### src/common/cmrc_pkg.sv
// Package: constants and carrier types for the memory request controller
// Operation
// Same-cycle priority: jump, exchange, bulk, peripheral, processor
// Serve addresses strictly in arrival order
// Broadcast address; only selected bank accepts
// Busy bank: hold address, retry until free
// Processor waits until buffered reference accepted
// Other processor proceeds to free banks
// Same bank same cycle: processor zero first
// Two-entry stack; full stalls increment issue (code stalls only in the integrated variant)
// Stall holds until stack fully drained
// Bulk transfers never cause the stall
// Sixteen busy flags, set on go
// Sixteen reservation flags set by bulk transfer
// Every reference tagged with its port
// Check address parity; peripheral only integrated (code also checks the exchange ports in the integrated variant)
// Check write, generate read parity (code skips the processor write check in the integrated variant)
// Generate parity on every bank address
// Parity mode: generate and check data parity
// Step address word by word for sequences
// Correcting mode stores 8 check bits
// Busy flag clears when bank cycle ends
package cmrc_pkg;

  // ----------------------------------------------------------------
  // Sizes
  // ----------------------------------------------------------------
  localparam int NBANK    = 16;
  localparam int BANK_W   = 4;
  localparam int ADDR_W   = 18;
  localparam int DATA_W   = 60;
  localparam int CHK_W    = 8;
  localparam int NSRC     = 10;
  localparam int TAG_W    = 4;
  localparam int STACK_N  = 2;
  localparam int CNT_W    = 11;

  // ----------------------------------------------------------------
  // Source tags, in priority order (index 0 highest)
  // ----------------------------------------------------------------
  localparam logic [TAG_W-1:0] TAG_XJ0   = 4'h0;
  localparam logic [TAG_W-1:0] TAG_XJ1   = 4'h1;
  localparam logic [TAG_W-1:0] TAG_PX0   = 4'h2;
  localparam logic [TAG_W-1:0] TAG_PX1   = 4'h3;
  localparam logic [TAG_W-1:0] TAG_BS0   = 4'h4;
  localparam logic [TAG_W-1:0] TAG_BS1   = 4'h5;
  localparam logic [TAG_W-1:0] TAG_PRW0  = 4'h6;
  localparam logic [TAG_W-1:0] TAG_PRW1  = 4'h7;
  localparam logic [TAG_W-1:0] TAG_CP0   = 4'h8;
  localparam logic [TAG_W-1:0] TAG_CP1   = 4'h9;

  // Reset values
  localparam logic [NBANK-1:0] BUSY_RST  = 16'h0000;
  localparam logic [NBANK-1:0] RSV_RST   = 16'h0000;

  // Memory operating modes
  typedef enum logic [1:0] {
    CMRC_MODE_PARITY  = 2'h0,
    CMRC_MODE_CORRECT = 2'h1
  } cmrc_mode_t;

  // One request from a port
  typedef struct packed {
    logic              valid;
    logic              write;
    logic [ADDR_W-1:0] addr;
    logic              addr_par;
    logic [DATA_W-1:0] wdata;
    logic              data_par;
    logic [CNT_W-1:0]  count;   // Words after the first for sequences, 0 = single
  } cmrc_req_t;

  // One reference toward the banks
  typedef struct packed {
    logic              go;
    logic              write;
    logic [ADDR_W-1:0] addr;
    logic              addr_par;
    logic [TAG_W-1:0]  tag;
    logic [DATA_W-1:0] wdata;
    logic [CHK_W-1:0]  check;
  } cmrc_mem_t;

  // Read data back from the banks
  typedef struct packed {
    logic              valid;
    logic [TAG_W-1:0]  tag;
    logic [DATA_W-1:0] rdata;
    logic [CHK_W-1:0]  check;
  } cmrc_rd_t;

  // Read data toward a port
  typedef struct packed {
    logic              valid;
    logic [TAG_W-1:0]  tag;
    logic [DATA_W-1:0] rdata;
    logic              data_par;
  } cmrc_ret_t;

endpackage

### src/hw/cmrc_memory_request_controller.sv
// Memory request controller: arbitration, bank busy and parity
`timescale 1ns/100ps
`default_nettype none
module cmrc_memory_request_controller (
  // Clock and reset
  input  wire logic                          clk_i,
  input  wire logic                          rstn_i,
  // Configuration straps
  input  wire logic                          integrated_i,
  input  wire cmrc_pkg::cmrc_mode_t          mode_i,
  // Requests, indexed by source tag
  input  wire cmrc_pkg::cmrc_req_t [9:0]     req_i,
  output logic [9:0]                         grant_o,
  // Bank side
  output cmrc_pkg::cmrc_mem_t                mem_o,
  input  wire logic [15:0]                   bank_done_i,
  input  wire cmrc_pkg::cmrc_rd_t            mem_rd_i,
  // Return path to ports
  output cmrc_pkg::cmrc_ret_t                ret_o,
  // Status
  output logic                               inc_stall_o,
  output logic                               addr_perr_o,
  output logic                               data_perr_o,
  output logic                               rd_perr_o
);

  // ----------------------------------------------------------------
  // Functions
  // ----------------------------------------------------------------
  // Odd parity over an address
  function automatic logic apar(input logic [17:0] a);
    apar = ~(^a);
  endfunction

  // Bank number of an address: low bits interleave
  function automatic logic [3:0] bank_of(input logic [17:0] a);
    bank_of = a[3:0];
  endfunction

  // Simple check bits: parity over eight data slices
  function automatic logic [7:0] chk_gen(input logic [59:0] d);
    logic [7:0] c;
    c = 8'h00;
    for (int i = 0; i < 60; i++) begin
      c[i % 8] = c[i % 8] ^ d[i];
    end
    chk_gen = c;
  endfunction

  // ----------------------------------------------------------------
  // State
  // ----------------------------------------------------------------
  logic [15:0]                busy_reg;
  logic [15:0]                rsv_reg;
  // Held reference per source; one buffer each keeps arrival order
  cmrc_pkg::cmrc_req_t [9:0]  hold_reg;
  logic [9:0]                 hold_vld_reg;
  logic [1:0]                 stk_cnt_reg;
  logic                       stall_reg;
  logic [1:0]                 mode_s1_reg;
  logic [1:0]                 mode_s2_reg;
  logic                       integ_s1_reg;
  logic                       integ_s2_reg;

  // ----------------------------------------------------------------
  // Arbitration
  // ----------------------------------------------------------------
  // Candidate per source: buffered entry first, else fresh request
  cmrc_pkg::cmrc_req_t [9:0]  cand;
  logic [9:0]                 cand_ok;
  logic [9:0]                 win_oh;
  logic [3:0]                 win_idx;
  logic                       win_any;
  logic [15:0]                bsy_eff;

  assign bsy_eff = busy_reg & ~bank_done_i;

  always_comb begin
    for (int i = 0; i < 10; i++) begin
      cand[i]    = hold_vld_reg[i] ? hold_reg[i] : req_i[i];
      cand[i].valid = hold_vld_reg[i] | req_i[i].valid;
      // Only free banks may accept; others keep waiting
      cand_ok[i] = cand[i].valid
                 & ~bsy_eff[bank_of(cand[i].addr)]
                 & (~rsv_reg[bank_of(cand[i].addr)]
                    | (i == 4) | (i == 5));
    end
  end

  // Fixed priority: lowest index wins; index order is class order
  always_comb begin
    win_oh  = 10'h000;
    win_idx = 4'h0;
    win_any = 1'b0;
    for (int i = 9; i >= 0; i--) begin
      if (cand_ok[i]) begin
        win_idx = 4'(i);
        win_any = 1'b1;
      end
    end
    if (win_any) begin
      win_oh[win_idx] = 1'b1;
    end
  end

  // A fresh request is taken when it wins or when it is buffered
  always_comb begin
    for (int i = 0; i < 10; i++) begin
      grant_o[i] = req_i[i].valid & ~hold_vld_reg[i];
    end
  end

  // ----------------------------------------------------------------
  // Parity checks on port inputs
  // ----------------------------------------------------------------
  logic                       chk_addr;
  logic                       chk_data;
  cmrc_pkg::cmrc_req_t        win;
  logic                       aerr;
  logic                       derr;

  assign win      = cand[win_idx];
  // Integrated variant checks address parity only on the exchange and peripheral ports
  assign chk_addr = ~integ_s2_reg | (win_idx >= 4'h2 && win_idx <= 4'h3)
                  | (win_idx == 4'h6) | (win_idx == 4'h7);
  assign chk_data = ~integ_s2_reg | (win_idx < 4'h8);
  assign aerr     = win_any & chk_addr & (apar(win.addr) != win.addr_par);
  assign derr     = win_any & win.write & chk_data
                  & ((^win.wdata) == win.data_par);

  // ----------------------------------------------------------------
  // Sequences and stack
  // ----------------------------------------------------------------
  logic                       seq_src;
  logic                       cp_blocked;
  logic [1:0]                 cp_waiting;
  logic                       bulk_act;

  // Jump packages, exchange and bulk transfers step word by word
  assign seq_src  = (win_idx <= 4'h5) && (win.count != '0);
  assign bulk_act = hold_vld_reg[4] | hold_vld_reg[5];
  // Processor entries left waiting this cycle form the stack
  assign cp_waiting = 2'(hold_vld_reg[8] & ~win_oh[8])
                    + 2'(hold_vld_reg[9] & ~win_oh[9]);
  assign cp_blocked = (req_i[8].valid & hold_vld_reg[8])
                    | (req_i[9].valid & hold_vld_reg[9]);

  // ----------------------------------------------------------------
  // Registers
  // ----------------------------------------------------------------
  // Strap synchronisers
  always_ff @(posedge clk_i or negedge rstn_i) begin
    if (!rstn_i) begin
      mode_s1_reg  <= 2'h0;
      mode_s2_reg  <= 2'h0;
      integ_s1_reg <= 1'b0;
      integ_s2_reg <= 1'b0;
    end else begin
      mode_s1_reg  <= mode_i;
      mode_s2_reg  <= mode_s1_reg;
      integ_s1_reg <= integrated_i;
      integ_s2_reg <= integ_s1_reg;
    end
  end

  // Hold buffers: keep losers, step sequences
  always_ff @(posedge clk_i or negedge rstn_i) begin
    if (!rstn_i) begin
      hold_vld_reg <= 10'h000;
      hold_reg     <= '0;
    end else begin
      for (int i = 0; i < 10; i++) begin
        if (win_oh[i] && seq_src) begin
          hold_vld_reg[i]   <= 1'b1;
          hold_reg[i]       <= cand[i];
          hold_reg[i].addr  <= cand[i].addr + 18'h00001;
          hold_reg[i].count <= cand[i].count - 11'h001;
        end else if (win_oh[i]) begin
          hold_vld_reg[i] <= 1'b0;
        end else if (cand[i].valid) begin
          hold_vld_reg[i] <= 1'b1;
          hold_reg[i]     <= cand[i];
        end
      end
    end
  end

  // Bank busy and reservation flags
  always_ff @(posedge clk_i or negedge rstn_i) begin
    if (!rstn_i) begin
      busy_reg <= cmrc_pkg::BUSY_RST;
      rsv_reg  <= cmrc_pkg::RSV_RST;
    end else begin
      busy_reg <= bsy_eff | (win_any ? (16'h0001 << bank_of(win.addr))
                                     : 16'h0000);
      if (bulk_act) begin
        // Reserve the next bank of each running transfer
        rsv_reg <= (hold_vld_reg[4] ?
                    (16'h0001 << bank_of(hold_reg[4].addr)) : 16'h0000)
                 | (hold_vld_reg[5] ?
                    (16'h0001 << bank_of(hold_reg[5].addr)) : 16'h0000);
      end else begin
        rsv_reg <= 16'h0000;
      end
    end
  end

  // Increment issue stall
  always_ff @(posedge clk_i or negedge rstn_i) begin
    if (!rstn_i) begin
      stk_cnt_reg <= 2'h0;
      stall_reg   <= 1'b0;
    end else begin
      stk_cnt_reg <= cp_waiting;
      if (integ_s2_reg && !bulk_act
          && (cp_waiting == 2'(cmrc_pkg::STACK_N) || cp_blocked)) begin
        stall_reg <= 1'b1;
      end else if (cp_waiting == 2'h0) begin
        stall_reg <= 1'b0;
      end
    end
  end

  // Bank reference and port return
  always_ff @(posedge clk_i or negedge rstn_i) begin
    if (!rstn_i) begin
      mem_o       <= '0;
      ret_o       <= '0;
      addr_perr_o <= 1'b0;
      data_perr_o <= 1'b0;
      rd_perr_o   <= 1'b0;
    end else begin
      mem_o.go       <= win_any;
      mem_o.write    <= win.write;
      mem_o.addr     <= win.addr;
      mem_o.addr_par <= apar(win.addr);
      mem_o.tag      <= win_idx;
      mem_o.wdata    <= win.wdata;
      mem_o.check    <= (mode_s2_reg == 2'(cmrc_pkg::CMRC_MODE_CORRECT))
                      ? chk_gen(win.wdata)
                      : {7'h00, ~(^win.wdata)};
      addr_perr_o    <= aerr;
      data_perr_o    <= derr;
      ret_o.valid    <= mem_rd_i.valid;
      ret_o.tag      <= mem_rd_i.tag;
      ret_o.rdata    <= mem_rd_i.rdata;
      ret_o.data_par <= ~(^mem_rd_i.rdata);
      rd_perr_o      <= mem_rd_i.valid
                      & (mode_s2_reg == 2'(cmrc_pkg::CMRC_MODE_PARITY))
                      & (mem_rd_i.check[0] != ~(^mem_rd_i.rdata));
    end
  end

  assign inc_stall_o = stall_reg;

endmodule
`default_nettype wire

### config.mk
export PLATFORM = sky130hd
export DESIGN_NAME = cmrc_memory_request_controller
export DESIGN_NICKNAME = d
export VERILOG_FILES = /design/src/common/cmrc_pkg.sv /design/src/hw/cmrc_memory_request_controller.sv
export SDC_FILE = /design/constraint.sdc
export NUM_CORES = 2
export LEC_CHECK = 0
export BUFFER_PORTS_ARGS = -buffer_cell sky130_fd_sc_hd__buf_2
export CORE_MARGIN = 1
export CORE_UTILIZATION = 30
export CTS_CLUSTER_DIAMETER = 100
export DETAILED_ROUTE_END_ITERATION = 10
export GPL_TIMING_DRIVEN = 0
export PLACE_DENSITY = 0.55
export SKIP_CTS_REPAIR_TIMING = 1
export SLEW_MARGIN = 20
export SYNTH_ARGS = -nofsm -noshare
export SYNTH_HDL_FRONTEND = slang
export SYNTH_SLANG_ARGS = --single-unit
### constraint.sdc
create_clock -name clk_i -period 6.5 [get_ports clk_i]
set_input_delay 0.325 -clock clk_i [delete_from_list [all_inputs] [get_ports clk_i]]
set_output_delay 0.325 -clock clk_i [all_outputs]
set_load 0.02 [all_outputs]
-- Word-level counts from Yosys, hierarchy flattened
Cells that the tools add are included.
- register bits: 1131
- input port bits: 1024
- output and inout port bits: 173
- word-level logic and storage cells: 485
- add/sub/neg operators: 21
- order comparisons: 16
- equal/unequal tests: 17
- shift operators: 3
- mux-type cells: 138
- bitwise gates (word level): 145
- reduce and logical (&&, ||, !) cells: 54
- operators by type and width (operator ; count):
    two-way mux 93 bit ; 30
    two-way mux 92 bit ; 11
    binary-select mux 93 bit (select 4 bit) ; 1
    adder 18 x 1 -> 18 bit (second input constant) ; 10
    parity 60 bit ; 2
    subtractor 11 x 1 -> 11 bit (second input constant) ; 10
    binary-select mux 1 bit (select 4 bit) ; 18
    two-way mux 16 bit ; 4
    two-way mux 1 bit ; 61
    < comparator 4 x 5 -> 1 bit (second input constant) ; 11
    XOR 1 bit ; 52
    << shifter 1 x 4 -> 16 bit (first input constant) ; 3
    two-way mux 4 bit ; 10
    AND 1 bit ; 37
    NOT 1 bit ; 32
    OR 16 bit ; 2
    nonzero test 3 bit ; 10
    nonzero test 2 bit ; 11
    inequality test 2 x 1 -> 1 bit (second input constant) ; 10
    AND reduction 2 bit ; 10
    parity 18 bit ; 1
    AND 16 bit ; 1
    NOT 16 bit ; 1
    OR 1 bit ; 16
    21 further kinds ; 40

-- Logic depth before layout (Yosys ltp)
- depth in word-level cells: 29
- depth in mapped cells: 28
- mapped depth without buffers: 20

-- Least setup slack after synthesis
No wires, ideal clock.
- kind: flip-flop to flip-flop
- from: register hold_vld_reg[8]
- to: register addr_perr_o
- setup time: 0.120 ns
- arrival time: 5.814 ns
- data required time: 6.380 ns
- path slack: 0.566 ns
- cell stages (with the launch flop): 28
- path buffers: 10
- clock period less this slack: 5.934 ns
- cell sequence: dfrtp_1 buf_6 mux2i_4 inv_2 nor3_2 a21oi_1 mux4_2 a221o_1 a221o_1 a32oi_2 buf_4 buf_4 buf_4 buf_2 buf_2 buf_2 buf_2 buf_1 clkbuf_1 nor2_1 a211oi_1 a21oi_1 o211a_1 ha_1 xnor3_1 xor2_1 xor2_1 nor2_1
- longest elaborated chain between the ends: 22
- elaborated cells between the ends (all ways): 43
- classes of those cells: 2 x order compare; 3 x eq/ne; 25 x mux; 11 x bitwise; 2 x reduce/logical
- ends and longest elaborated chain (item ; RTL line ; text):
    start: declaration ; cmrc_memory_request_controller.sv:57 ; logic [9:0] hold_vld_reg;
    start signal: assignment ; cmrc_memory_request_controller.sv:169 ; hold_vld_reg <= 10'h000;
    start signal: indexed assignment ; cmrc_memory_request_controller.sv:174 ; hold_vld_reg[i] <= 1'b1;
    start signal: indexed assignment ; cmrc_memory_request_controller.sv:179 ; hold_vld_reg[i] <= 1'b0;
    two-way mux 92 bit ; cmrc_memory_request_controller.sv:80 ; cand[i] = hold_vld_reg[i] ? hold_reg[i] : req_i[i];
    binary-select mux 1 bit (select 4 bit) ; cmrc_memory_request_controller.sv:84 ; & ~bsy_eff[bank_of(cand[i].addr)]
    two-way mux 1 bit (not written as such) ; cmrc_memory_request_controller.sv:84 ;
    NOT 1 bit ; cmrc_memory_request_controller.sv:84 ;
    AND 1 bit ; cmrc_memory_request_controller.sv:84 ;
    AND 1 bit ; cmrc_memory_request_controller.sv:85 ; & (~rsv_reg[bank_of(cand[i].addr)]
    two-way mux 4 bit (9 in series) ; cmrc_memory_request_controller.sv:96 ; if (cand_ok[i]) begin
    greater-or-equal comparator 4 x 2 -> 1 bit / less-or-equal comparator 4 x 2 -> 1 bit (equally long branches) ; cmrc_memory_request_controller.sv:124 ; assign chk_addr = ~integ_s2_reg | (win_idx >= 4'h2 && win_idx <= 4'h3)
    logical AND 1 bit ; cmrc_memory_request_controller.sv:124 ;
    OR 1 bit ; cmrc_memory_request_controller.sv:124 ;
    OR 1 bit (2 in series) ; cmrc_memory_request_controller.sv:125 ; | (win_idx == 4'h6) | (win_idx == 4'h7);
    AND 1 bit ; cmrc_memory_request_controller.sv:127 ; assign aerr = win_any & chk_addr & (apar(win.addr) != win.addr_par);
    AND 1 bit * ; cmrc_memory_request_controller.sv:127 ;
    net aerr ; cmrc_memory_request_controller.sv:119 ; logic aerr;
    end signal: assignment ; cmrc_memory_request_controller.sv:242 ; addr_perr_o <= aerr;
    end: declaration ; cmrc_memory_request_controller.sv:22 ; output logic addr_perr_o,
The timed path passes the listed nets; every way through them passes the cells marked *. The select of a mux whose other input is x is not followed.
A chain may end at the register's enable or synchronous reset.

==> run_summary.xml <==
<?xml version="1.0" encoding="UTF-8"?>
<metrics>
  <group name="status">
    <metric name="run_status" unit="">finished with violations</metric>
    <metric name="failed_checks" unit="">negative hold slack, negative setup slack</metric>
  </group>
  <group name="synthesis">
    <metric name="yosys.cell_types.count" unit="">94</metric>
    <metric name="syn_avg_cell_area" unit="um^2">10.3</metric>
    <metric name="synth_edf_count" unit="">0</metric>
    <metric name="dominantRegCellSynth" unit="">sky130_fd_sc_hd__dfrtp_1</metric>
    <metric name="area_fraction_in_compound_gates_after_synthesis" unit="%">13.9</metric>
    <metric name="post_synthesis_instance_total" unit="">6206</metric>
    <metric name="syn-cell-area" unit="um^2">63800</metric>
    <metric name="ffs_w_async_s_r_synth" unit="%">100</metric>
    <metric name="largest_family_of_logic_cells_by_synthesized_area" unit="">multiplexers</metric>
    <metric name="synth.yosys.warnings" unit="">0</metric>
    <metric name="muxShareOfSynthArea" unit="%">22.2</metric>
    <metric name="synth.ff_latch_count" unit="">1115</metric>
    <metric name="postSynthNetCount" unit="">7246</metric>
    <metric name="yosys.area_share.adder" unit="%">0.314</metric>
    <metric name="post_synthesis_simple_gate_area_fraction" unit="%">11.4</metric>
    <metric name="seq_area_frac_synth" unit="%">43.8</metric>
    <metric name="synth_xor_area_share" unit="%">4.74</metric>
  </group>
  <group name="global_routing">
    <metric name="initial_antenna_violation_count" unit="">177</metric>
    <metric name="first_global_vias" unit="">59400</metric>
    <metric name="pin_count_of_the_biggest_net_entering_global_routing" unit="">128</metric>
    <metric name="grtUsageTotal" unit="%">37.8</metric>
    <metric name="grt_pass1_wl" unit="um">543000</metric>
    <metric name="grt.overflow.total" unit="">0</metric>
  </group>
  <group name="floorplanning">
    <metric name="rows" unit="">168</metric>
    <metric name="floorplan.die.width" unit="um">463</metric>
    <metric name="dieArea" unit="um^2">214000</metric>
    <metric name="design.core.area" unit="um^2">210000</metric>
    <metric name="die_h" unit="um">463</metric>
    <metric name="initial_utilization" unit="%">30.3</metric>
    <metric name="pin_count" unit="">1197</metric>
  </group>
  <group name="placement">
    <metric name="place.port_buffers" unit="">1173</metric>
    <metric name="placed_cell_area" unit="um^2">73700</metric>
    <metric name="gp_congestion" unit="">1.07</metric>
    <metric name="dp_hpwl" unit="um">336000</metric>
  </group>
  <group name="timing">
    <metric name="hold-worst-slack" unit="ns">-0.0457</metric>
    <metric name="maximum_frequency_from_static_timing_analysis" unit="MHz">143</metric>
    <metric name="worst-slew-pin-transition" unit="ns">1.26</metric>
    <metric name="drv_slew" unit="">0</metric>
    <metric name="timing.final.hold_violations" unit="">5</metric>
    <metric name="max_slew_margin" unit="%">14.9</metric>
    <metric name="grt_setup_unrepaired" unit="">yes</metric>
    <metric name="timing.final.crit_share" unit="%">107</metric>
    <metric name="timing.final.ws_setup" unit="ns">-0.477</metric>
    <metric name="post-route-min-period" unit="ns">6.98</metric>
    <metric name="setup_viol" unit="">4</metric>
    <metric name="final.setup_skew" unit="ns">0.0468</metric>
  </group>
  <group name="cells_and_area">
    <metric name="finalInstanceArea" unit="um^2">92100</metric>
    <metric name="area_delta_synth_final" unit="%">44.5</metric>
    <metric name="nNetsFinal" unit="">9616</metric>
    <metric name="layout.cells.most_common" unit="">sky130_fd_sc_hd__buf_2</metric>
    <metric name="fillers" unit="">20200</metric>
    <metric name="final_layout_size_suffix_gt1_share" unit="%">33.6</metric>
    <metric name="largest_reg_flops" unit="">904</metric>
    <metric name="most-common-layout-cells" unit="">1,216 x sky130_fd_sc_hd__buf_2, 1,114 x sky130_fd_sc_hd__dfrtp_1, 927 x sky130_fd_sc_hd__dlygate4sd3_1</metric>
  </group>
  <group name="route">
    <metric name="drt_first_iter_violations" unit="">7064</metric>
    <metric name="routedWlPerCell" unit="um">37.0</metric>
    <metric name="drtAntennaViolNets" unit="">0</metric>
    <metric name="drcViolationCount" unit="">0</metric>
    <metric name="drtPass1Iterations" unit="">6</metric>
    <metric name="post_drt_via_cell_ratio" unit="">5.76</metric>
    <metric name="totalWireLength" unit="um">429000</metric>
    <metric name="via_count" unit="">66800</metric>
  </group>
  <group name="worst_setup_path">
    <metric name="critical_path_required" unit="ns">7.21</metric>
    <metric name="critical_path_class" unit="">register to register</metric>
    <metric name="crit_path_end_kind" unit="">register</metric>
    <metric name="crit_fanout" unit="">10</metric>
    <metric name="start_kind" unit="">register</metric>
    <metric name="worstPathArrival" unit="ns">7.69</metric>
  </group>
  <group name="job">
    <metric name="cap_violations" unit="">0</metric>
  </group>
  <group name="clock_tree">
    <metric name="insertion_delay" unit="ns">0.86</metric>
    <metric name="clock_tree_from_tritoncts" unit="">done</metric>
    <metric name="clock_sink_count" unit="">1115</metric>
    <metric name="cts_buffers" unit="">145</metric>
    <metric name="cts_max_level" unit="">4</metric>
    <metric name="clk_transition_reported_paths" unit="ns">0.06</metric>
    <metric name="clock_tree.buffer_depth" unit="">3</metric>
    <metric name="cts_root_buffer" unit="">sky130_fd_sc_hd__clkbuf_16</metric>
  </group>
  <group name="min_path">
    <metric name="hold_class" unit="">input port to register</metric>
  </group>
</metrics>
-- final timing paths --
kind                                             startpoint                         to  slack [ns]  depth (start not counted)
worst max-delay path            hold_vld_reg[8]$_DFFE_PN0P_         mem_o[0]$_DFF_PN0_       -0.48                         20
worst min-delay path                             req_i[366]  hold_reg[366]$_DFFE_PN0P_       -0.05                          4
worst max register to register  hold_vld_reg[8]$_DFFE_PN0P_         mem_o[0]$_DFF_PN0_       -0.48                         20
worst min register to register     mode_s1_reg[1]$_DFF_PN0_   mode_s2_reg[1]$_DFF_PN0_        0.35                          0
max in group asynchronous                            rstn_i  hold_reg[322]$_DFFE_PN0P_        3.71                          6
min in group asynchronous                            rstn_i  hold_reg[476]$_DFFE_PN0P_        0.10                          2
-- synthesized netlist by cell type (139+ instances only) --
cell type	n	area (um^2)
sky130_fd_sc_hd__mux2i_1	623	6240
sky130_fd_sc_hd__dfrtp_1	1115	27900
sky130_fd_sc_hd__xnor2_1	183	1600
sky130_fd_sc_hd__o21ai_0	190	951
sky130_fd_sc_hd__nand2_1	697	2620
sky130_fd_sc_hd__mux2_2	687	7740
sky130_fd_sc_hd__a211oi_1	368	2760
sky130_fd_sc_hd__clkbuf_1	227	852
sky130_fd_sc_hd__nor2_1	275	1030
sky130_fd_sc_hd__o22ai_1	139	870
sky130_fd_sc_hd__a21oi_1	328	1640
sky130_fd_sc_hd__nor2b_1	219	1370
-- final cells by class --
class                   count  area (um^2)  area share (%)
repair buffers           2230        16600            18.0
clock buffers             205         4180            4.53
well taps                2805         3510            3.81
inverters                  61          249           0.270
multi-input cells        4574        35500            38.5
diodes                    105          263           0.285
clock inverters            54          820           0.889
flip-flops and latches   1115        27900            30.3
plain buffers             449         3170            3.44
-- through the flow --
step           std cells  hold slack (ns)  util [%]  worst slack (ns)  setup TNS, ns
3_3_place_gp       10200            0.341      34.8            -22.16              -
3_5_place_dp       10200            0.336      35.0             -4.01       -2052.62
6_report           11600          -0.0457      43.8            -0.477          -1.32
2_1_floorplan       6206           0.0294         -             0.566              0
5_1_grt            11600         -0.00200      43.7            -0.411          -1.36
4_1_cts            10500           -0.526      37.4             -4.04       -2062.10
-- layer usage --
layer	share of wire, %	GRT usage [%]	wire [um]	vias up
met3	8.7	9.19	37200	1327
met2	44	57.7	190000	4380
met5	0.092	0	393	-
met1	37	44.6	160000	33700
li1	-	-	-	27400
met4	9.8	32.0	42100	62
-- cells by family (layout without fill, tap and decap cells) --
logic type | after synthesis | count (layout)
fa+ha+maj | 16 | 16
compound gates | 1337 | 1337
mux | 1320 | 1321
other cells | 0 | 105
simple gates | 1580 | 1581
buf+inv | 519 | 2999
xor+xnor | 319 | 319
flops | 1115 | 1115
-- critical path: stages (launching register included) --
cell,delay (ns)
sky130_fd_sc_hd__dfrtp_1,0.37
sky130_fd_sc_hd__buf_12,0.13
sky130_fd_sc_hd__mux2i_4,0.34
sky130_fd_sc_hd__inv_2,0.11
sky130_fd_sc_hd__nor3_2,0.12
sky130_fd_sc_hd__a21oi_1,0.05
sky130_fd_sc_hd__mux4_2,0.51
sky130_fd_sc_hd__a221o_1,0.36
sky130_fd_sc_hd__a221o_2,0.44
sky130_fd_sc_hd__a311o_2,0.41
sky130_fd_sc_hd__nand2_8,0.16
sky130_fd_sc_hd__buf_4,0.38
sky130_fd_sc_hd__mux2i_4,0.51
sky130_fd_sc_hd__a211o_1,0.20
sky130_fd_sc_hd__and3_2,0.30
sky130_fd_sc_hd__xor2_2,0.14
sky130_fd_sc_hd__xnor3_2,0.50
sky130_fd_sc_hd__xnor3_2,0.51
sky130_fd_sc_hd__xnor3_1,0.43
sky130_fd_sc_hd__xnor3_2,0.53
sky130_fd_sc_hd__mux2_4,0.31
Power is left out: the tool's default activity adds up to more than one toggle a clock period on the data nets, which glitch-free logic cannot reach.
